`src/shared/hrap_regs.vh`:
```
// constants of the host register access port: frame layout, modes, states
// assumes inclusion by the top rtl file of the block
//
// Overview of operation
// - serial frame is 24 bits, sampled on clock rise
// - nothing committed before all 24 bits arrive
// - serial output changes only on clock fall
// - clocks 1-8 carry address, bit 0 first
// - ninth bit: 0 writes, 1 reads
// - clocks 10-16 are ignored filler bits
// - clocks 17-24 carry write data, lsb first
// - write lands in register when select rises
// - read data out on clocks 17-24
// - serial output released after select rises
// - protocol select bit 0 picks separate or data strobe style; sync styles act as async
// - 8-bit data bus, direct 8-bit address
// - parallel accesses only while select is low
// - address captured on latch enable fall
// - read strobe fall starts a read
// - write strobe fall starts a write
// - ready low marks cycle complete
// - parallel default, serial when select pin high
// - data strobe mode: direction high reads
`ifndef HRAP_REGS_VH
`define HRAP_REGS_VH

`define HRAP_FRAME_BITS 5'h18
`define HRAP_CNT_OVER 5'h19
`define HRAP_RW_POS 5'h08
`define HRAP_FILL_END 5'h0F
`define HRAP_DATA_FIRST 5'h10
`define HRAP_OUT_FIRST 5'h11
`define HRAP_RW_WRITE 1'h0
`define HRAP_RW_READ 1'h1

`define HRAP_MODE_SEP_ASYNC 2'h0
`define HRAP_MODE_DS_ASYNC 2'h1
`define HRAP_MODE_SEP_SYNC 2'h2
`define HRAP_MODE_DS_SYNC 2'h3

`define HRAP_P_IDLE 2'h0
`define HRAP_P_READ 2'h1
`define HRAP_P_DONE 2'h2

`define HRAP_SYNC_W 26
`define HRAP_SYNC_INIT 26'h027_0000

`endif

```
`src/rtl/hrap_regbank.v`:
```
// 256 x 8 register storage with one write and one read port
// assumes writes are single-cycle pulses from the access port
`timescale 1ns/1ns
module hrap_regbank (
    input wire clock,          // system clock
    input wire wrEn,           // write pulse
    input wire [7:0] wrAddr,   // write address
    input wire [7:0] wrData,   // write data
    input wire [7:0] rdAddr,   // read address
    output wire [7:0] rdData   // read data, combinational
);
    reg [7:0] memArray [0:255];

    always @(posedge clock) begin
        if (wrEn) begin
            memArray[wrAddr] <= wrData;
        end
    end

    assign rdData = memArray[rdAddr];
endmodule

```
`src/rtl/hrap_sync.v`:
```
// two-flop synchroniser for a bundle of pin inputs
// assumes inputs are asynchronous to clock; INIT gives the idle pin levels
`timescale 1ns/1ns
module hrap_sync #(
    parameter W = 1,
    parameter [W-1:0] INIT = {W{1'b0}}
) (
    input wire clock,          // system clock
    input wire rstn,           // asynchronous reset, active low
    input wire [W-1:0] d,      // raw pin levels
    output wire [W-1:0] q      // synchronised levels
);
    genvar i;
    generate
        for (i = 0; i < W; i = i + 1) begin : gBit
            reg s1_reg;
            reg s2_reg;
            always @(posedge clock or negedge rstn) begin
                if (!rstn) begin
                    s1_reg <= INIT[i];
                    s2_reg <= INIT[i];
                end else begin
                    s1_reg <= d[i];
                    s2_reg <= s1_reg;
                end
            end
            assign q[i] = s2_reg;
        end
    endgenerate
endmodule

```
`src/rtl/hrap_top.v`:
```
// host register access port: serial frame and parallel bus into the register bank
// assumes all pin inputs are asynchronous; host serial clock is sampled by clock
`timescale 1ns/1ns
`include "hrap_regs.vh"
module hrap_top (
    input wire clock,                 // 125 MHz system clock
    input wire rstn,                  // asynchronous reset, active low
    input wire serialParallelSelect,  // high selects the serial port
    input wire serialClk,             // host serial clock
    input wire serialSelN,            // serial select, active low
    input wire serialInLine,          // serial data in
    output wire serialOutLine,        // serial data out
    output wire serialOutOeN,         // serial out enable, low drives
    input wire [1:0] hostProtocolSelect, // parallel bus style
    input wire parSelN,               // parallel select, active low
    input wire addrLatchEn,           // address latch enable, active high
    input wire readStrobeN,           // read strobe or data strobe, active low
    input wire writeStrobeN,          // write strobe or direction line
    input wire [7:0] addrIn,          // parallel address bus
    input wire [7:0] dataIn,          // data bus, pin level
    output wire [7:0] dataOut,        // data bus, driven value
    output wire dataOeN,              // data bus enable, low drives
    output wire readyN,               // cycle complete, active low
    output wire regWrStrobe,          // register write pulse to the core
    output wire [7:0] regWrAddr,      // register write address
    output wire [7:0] regWrData       // register write data
);
    // data strobe style when mode bit 0 is set
    function isDsMode;
        input [1:0] mode;
        begin
            isDsMode = (mode == `HRAP_MODE_DS_ASYNC) || (mode == `HRAP_MODE_DS_SYNC);
        end
    endfunction

    wire [`HRAP_SYNC_W-1:0] rawPins;
    wire [`HRAP_SYNC_W-1:0] syncPins;
    wire serMode;
    wire [1:0] modeS;
    wire sclkS;
    wire csS;
    wire sdiS;
    wire aleS;
    wire rdS;
    wire wrS;
    wire parCsS;
    wire [7:0] addrS;
    wire [7:0] dataS;

    assign rawPins = {serialParallelSelect, hostProtocolSelect, serialClk, serialSelN,
                      serialInLine, addrLatchEn, readStrobeN, writeStrobeN, parSelN,
                      addrIn, dataIn};

    hrap_sync #(
        .W(`HRAP_SYNC_W),
        .INIT(`HRAP_SYNC_INIT)
    ) uSync (
        .clock(clock),
        .rstn(rstn),
        .d(rawPins),
        .q(syncPins)
    );

    assign serMode = syncPins[25];
    assign modeS = syncPins[24:23];
    assign sclkS = syncPins[22];
    assign csS = syncPins[21];
    assign sdiS = syncPins[20];
    assign aleS = syncPins[19];
    assign rdS = syncPins[18];
    assign wrS = syncPins[17];
    assign parCsS = syncPins[16];
    assign addrS = syncPins[15:8];
    assign dataS = syncPins[7:0];

    // edge history
    reg sclkPrev_reg;
    reg csPrev_reg;
    reg alePrev_reg;
    reg rdPrev_reg;
    reg wrPrev_reg;

    always @(posedge clock or negedge rstn) begin
        if (!rstn) begin
            sclkPrev_reg <= 1'b0;
            csPrev_reg <= 1'b1;
            alePrev_reg <= 1'b0;
            rdPrev_reg <= 1'b1;
            wrPrev_reg <= 1'b1;
        end else begin
            sclkPrev_reg <= sclkS;
            csPrev_reg <= csS;
            alePrev_reg <= aleS;
            rdPrev_reg <= rdS;
            wrPrev_reg <= wrS;
        end
    end

    wire sclkRise = sclkS & ~sclkPrev_reg;
    wire sclkFall = ~sclkS & sclkPrev_reg;
    wire csRise = csS & ~csPrev_reg;
    wire aleFall = ~aleS & alePrev_reg;
    wire rdFall = ~rdS & rdPrev_reg;
    wire wrFall = ~wrS & wrPrev_reg;

    // serial frame engine
    reg [4:0] bitCnt_reg;
    reg [7:0] frameAddr_reg;
    reg rwBit_reg;
    reg [7:0] frameData_reg;
    reg [7:0] rdShift_reg;
    reg sdo_reg;
    reg sdoOeN_reg;
    wire [7:0] bankRdData;
    wire [4:0] outIdx = bitCnt_reg - `HRAP_OUT_FIRST;
    wire serCommit;

    // write only after a full frame, on select rise
    assign serCommit = serMode & csRise & (bitCnt_reg == `HRAP_FRAME_BITS)
                       & (rwBit_reg == `HRAP_RW_WRITE);

    always @(posedge clock or negedge rstn) begin
        if (!rstn) begin
            bitCnt_reg <= 5'h00;
            frameAddr_reg <= 8'h00;
            rwBit_reg <= 1'b0;
            frameData_reg <= 8'h00;
            rdShift_reg <= 8'h00;
            sdo_reg <= 1'b0;
            sdoOeN_reg <= 1'b1;
        end else if (!serMode || csS) begin
            // deselected: restart counting, release output
            bitCnt_reg <= 5'h00;
            sdoOeN_reg <= 1'b1;
        end else if (sclkRise) begin
            if (bitCnt_reg < `HRAP_RW_POS) begin
                frameAddr_reg[bitCnt_reg[2:0]] <= sdiS;
            end else if (bitCnt_reg == `HRAP_RW_POS) begin
                rwBit_reg <= sdiS;
            end else if (bitCnt_reg == `HRAP_FILL_END) begin
                rdShift_reg <= bankRdData; // filler value itself unused
            end else if (bitCnt_reg >= `HRAP_DATA_FIRST &&
                         bitCnt_reg < `HRAP_FRAME_BITS) begin
                frameData_reg[bitCnt_reg[2:0]] <= sdiS;
            end
            if (bitCnt_reg != `HRAP_CNT_OVER) begin
                bitCnt_reg <= bitCnt_reg + 5'h01;
            end
        end else if (sclkFall && rwBit_reg == `HRAP_RW_READ &&
                     bitCnt_reg >= `HRAP_OUT_FIRST &&
                     bitCnt_reg <= `HRAP_FRAME_BITS) begin
            sdo_reg <= rdShift_reg[outIdx[2:0]];
            sdoOeN_reg <= 1'b0;
        end
    end

    assign serialOutLine = sdo_reg;
    assign serialOutOeN = sdoOeN_reg;

    // parallel bus engine
    reg [1:0] pState_reg;
    reg [7:0] parAddr_reg;
    reg [7:0] dataOut_reg;
    reg dataOeN_reg;
    reg readyN_reg;

    wire dsMode = isDsMode(modeS);
    wire parStart = dsMode ? rdFall : (rdFall | wrFall);
    wire parIsRead = isDsMode(modeS) ? wrS : rdFall;
    wire strobeIdle = dsMode ? rdS : (rdS & wrS);
    wire parTaken = ~serMode & ~parCsS & parStart
                    & (pState_reg == `HRAP_P_IDLE);
    wire [7:0] liveAddr = aleS ? addrS : parAddr_reg;
    wire parCommit = parTaken & ~parIsRead;

    always @(posedge clock or negedge rstn) begin
        if (!rstn) begin
            pState_reg <= `HRAP_P_IDLE;
            parAddr_reg <= 8'h00;
            dataOut_reg <= 8'h00;
            dataOeN_reg <= 1'b1;
            readyN_reg <= 1'b1;
        end else if (serMode) begin
            pState_reg <= `HRAP_P_IDLE;
            dataOeN_reg <= 1'b1;
            readyN_reg <= 1'b1;
        end else begin
            if (aleFall) begin
                parAddr_reg <= addrS;
            end
            case (pState_reg)
                `HRAP_P_IDLE: begin
                    if (parTaken) begin
                        // latch enable tied high: address taken live
                        parAddr_reg <= liveAddr;
                        if (parIsRead) begin
                            pState_reg <= `HRAP_P_READ;
                        end else begin
                            readyN_reg <= 1'b0;
                            pState_reg <= `HRAP_P_DONE;
                        end
                    end
                end
                `HRAP_P_READ: begin
                    dataOut_reg <= bankRdData;
                    dataOeN_reg <= 1'b0;
                    readyN_reg <= 1'b0;
                    pState_reg <= `HRAP_P_DONE;
                end
                `HRAP_P_DONE: begin
                    if (strobeIdle || parCsS) begin
                        dataOeN_reg <= 1'b1;
                        readyN_reg <= 1'b1;
                        pState_reg <= `HRAP_P_IDLE;
                    end
                end
                default: begin
                    pState_reg <= `HRAP_P_IDLE;
                end
            endcase
        end
    end

    assign dataOut = dataOut_reg;
    assign dataOeN = dataOeN_reg;
    assign readyN = readyN_reg;

    // write port shared by both engines
    reg wrEn_reg;
    reg [7:0] wrAddr_reg;
    reg [7:0] wrData_reg;

    always @(posedge clock or negedge rstn) begin
        if (!rstn) begin
            wrEn_reg <= 1'b0;
            wrAddr_reg <= 8'h00;
            wrData_reg <= 8'h00;
        end else begin
            wrEn_reg <= serCommit | parCommit;
            if (serCommit) begin
                wrAddr_reg <= frameAddr_reg;
                wrData_reg <= frameData_reg;
            end else if (parCommit) begin
                wrAddr_reg <= liveAddr;
                wrData_reg <= dataS;
            end
        end
    end

    wire [7:0] bankRdAddr = serMode ? frameAddr_reg : parAddr_reg;

    hrap_regbank uBank (
        .clock(clock),
        .wrEn(wrEn_reg),
        .wrAddr(wrAddr_reg),
        .wrData(wrData_reg),
        .rdAddr(bankRdAddr),
        .rdData(bankRdData)
    );

    assign regWrStrobe = wrEn_reg;
    assign regWrAddr = wrAddr_reg;
    assign regWrData = wrData_reg;
endmodule

```
`config.mk`:
```
export PLATFORM = sky130hd
export DESIGN_NAME = hrap_top
export DESIGN_NICKNAME = d
export VERILOG_FILES = /design/src/rtl/hrap_regbank.v /design/src/rtl/hrap_sync.v /design/src/rtl/hrap_top.v
export VERILOG_INCLUDE_DIRS = /design/src /design/src/shared
export SDC_FILE = /design/constraint.sdc
export NUM_CORES = 2
export LEC_CHECK = 0
export ABC_AREA = 1
export BUFFER_PORTS_ARGS = -buffer_cell sky130_fd_sc_hd__buf_2
export CORE_ASPECT_RATIO = 0.5
export CORE_MARGIN = 3
export CORE_UTILIZATION = 50
export CTS_CLUSTER_DIAMETER = 120
export DETAILED_ROUTE_END_ITERATION = 12
export PLACE_DENSITY = 0.65
export REMOVE_ABC_BUFFERS = 1
export SLEW_MARGIN = 20
export SYNTH_ARGS = -nofsm -noshare
export SYNTH_HDL_FRONTEND = slang
export SYNTH_SLANG_ARGS = --single-unit
```
`constraint.sdc`:
```
create_clock -name clock -period 5.75 [get_ports clock]
set_input_delay 0.575 -clock clock [delete_from_list [all_inputs] [get_ports clock]]
set_output_delay 0.575 -clock clock [all_outputs]
set_load 0.01 [all_outputs]
```
==> reports/results.tsv <==
metric	value	unit
post_dp_cell_area	0.0905	mm²
synth_seq_cells	2172	
finalSetupTns	0	ns
io_buffers	55	
synth_area_leaders	edfxtp_1 (70%), nand3_1 (12%), nand2_1 (9.0%), dfrtp_1 (3.1%), buf_2 (2.0%)	
drtIter0Drc	7316	
finish.utilization	0.555	
seq_area	0.0646	mm²
cts.sinks	2172	
grt_antenna_before_repair	4	
fin_skew	0.0381	ns
slew_viol_final	0	
outcome	completed	
hpwlAfterDp	132	mm
crit_chain	inv_4 > nand2_4 > nand2_8 > buf_4 > buf_4 > nand2_1 > nand3_1 > nand3_1 > nand3_1 > nand3_1 > nand3_1 > nand3_1 > nand3_1 > nand3_1 > nand2_1	
synth_common_cells	nand3_1 (2,128), nand2_1 (2,114), edfxtp_1 (2,048)	
yosysTopAreaCell	edfxtp_1	
cts_root_buf	clkbuf_16	
yosys_warnings	0	
overflow	0	
yosysTopAreaCellShare	0.697	
pre_cts_ws	1.77	ns
drc_errors	0	
fmaxAchievable	0.246	GHz
via_count	57900	
syn_area	0.0882	mm²
finalPower	42100	µW
initial_core_util	0.506	
period_share	0.707	
path_max_fanout	93	
synth_cell_type_count	40	
ir_worst_vdd	537	µV
cts_made_buffers	190	
routabilityCongestion	0.877	
worst_slack	1.68	ns
grt_max_degree	191	
fin_crit	4.07	ns
clk_pin_slew	0.07	ns
grt_pass1_vias	54300	
r2r_end	rdShift_reg[3]	
die_y	303	µm
cp.depth	15	
nets	7390	
syn_inst	7454	
grt_pass1_wl	347	mm
endpoint_kind	flop	
drive_above_1_share	0.0638	
synthFlopType	edfxtp_1	
critPathCapture	rdShift_reg[3]	
reg2regPathDepth	15	
finalInstanceArea	0.0968	mm²
hp-start	uSync.gBit[19].s1_reg	
yosysSeqAreaShare	0.732	
ioPinCount	57	
drtPass1Iterations	6	
crit_path_max_incr_delay	0.72	ns
path_common_cell	nand3_1	
crit_buf_inv	3	
power_density	435	mW/mm²
routed_via_density	5.86	
r2r_start	uSync.gBit[25].s2_reg	
num_rows	108	
wire_per_inst	23.7	µm
clockBufferDepth	3	
async_flop_share	0.0571	
final-hold-violation-count	0	
rrSetupSlack	1.68	ns
fp.dieW	600	µm
fp.coreArea	0.174	mm²
cp-startpoint	uSync.gBit[25].s2_reg	
multiInputGateArea	0.0209	mm²
yosysMostFrequentCell	nand3_1	
leakage	0.0331	µW
worstSetupPathType	reg2reg	
slew_headroom	0.254	
synth_edf_count	2048	
clock_latency	0.84	ns
gr-usage-all-layers	0.255	
start_kind	flop	
drtAntennaViolNets	0	
fillCellCount	14000	
area_growth	9.73	%
crit_family	simple AND/OR/NAND/NOR gates	
drt_wl_total	234	mm
dieArea	0.182	mm²
arrival	4.82	ns
rsz0062_at_grt	false	
largest_reg_flops	2048	
cap_violations	0	
tightestPinTransition	1.12	ns
hold_class	reg2reg	
cp_data_required_time	6.51	ns
critPathSlowestCell	nand2_8	
htree_levels	4	
cts_tree	done	
syn_avg_cell_area	11.8	µm²
finalSetupViolCount	0	
kinds of logic after synthesis:
logic type / Yosys count / synth area share
AO/OA/AOI/OAI: 105 / 0.00695
XOR/XNOR: 1 / 0.0000993
adder cells (fa/ha/maj): 8 / 0.00113
buffers and inverters: 575 / 0.0326
flip-flops: 2172 / 0.732
multiplexers: 6 / 0.000681
AND/OR/NAND/NOR: 4587 / 0.226
placed cells by master, fill, tap and decap left out, drive strengths merged, types with 24 or more instances in the layout:
cell type | Yosys | layout
clkinv | 1 | 65
buf | 432 | 181
nand3 | 2128 | 2128
o21ai | 51 | 51
inv | 75 | 78
nand2 | 2119 | 2119
nor2 | 318 | 318
dfrtp | 110 | 110
a21oi | 24 | 24
edfxtp | 2048 | 2048
dlygate4sd3 | 0 | 26
clkbuf | 67 | 263
routing by layer:
metal  vias up  wire length (µm)  track usage
li1      26300                 -            -
met1     28500             98200        0.368
met2      2689            107000        0.389
met3       424             21800       0.0479
met4         2              7510       0.0942
met5         -                13            0
power breakdown:
part	switching [µW]	internal, µW
clock network	5660	7100
logic	7080	1970
registers	595	19700
how the worst min path moves through the flow:
stage	slack, ns	depth (start not counted)	end
final	0.35	0	uSync.gBit[19].s2_reg
after global routing	0.35	0	uSync.gBit[1].s2_reg
after CTS	0.34	2	uSync.gBit[25].s1_reg
after detailed placement	0.34	0	uSync.gBit[22].s2_reg
after global placement	0.33	0	uSync.gBit[7].s2_reg
after floorplan	0.28	0	alePrev_reg
timing repair:
action                                  4_1_cts  5_1_grt
resized for setup                             0        0
endpoints found under the hold margin        86        0
hold buffers                                 26        0
buffers inserted                              0        0
endpoints found under the setup margin        0        0
cell type report:
cell class | count | area share
Clock buffer | 263 | 0.0544
Inverter | 76 | 0.00309
Sequential cell | 2172 | 0.668
Tap cell | 2365 | 0.0306
Multi-Input combinational cell | 4707 | 0.215
Timing Repair Buffer | 207 | 0.0204
Antenna cell | 7 | 0.000181
Clock inverter | 84 | 0.00824
per-stage QoR:
step	hold slack (ns)	std cells
floorplan	0.279	6955
detailed placement	0.336	9500
CTS	0.341	9873
finish	0.346	9881
global placement	0.332	9500
global route	0.355	9874
worst reg2reg max path, stage by stage, from the launching register on:
cell     delay, ns
dfrtp_1       0.41
inv_4         0.18
nand2_4       0.38
nand2_8       0.72
buf_4         0.49
buf_4         0.38
nand2_1       0.10
nand3_1       0.09
nand3_1       0.11
nand3_1       0.22
nand3_1       0.10
nand3_1       0.11
nand3_1       0.27
nand3_1       0.27
nand3_1       0.10
nand2_1       0.08
No activity file was read; power rests on OpenSTA's default activity.
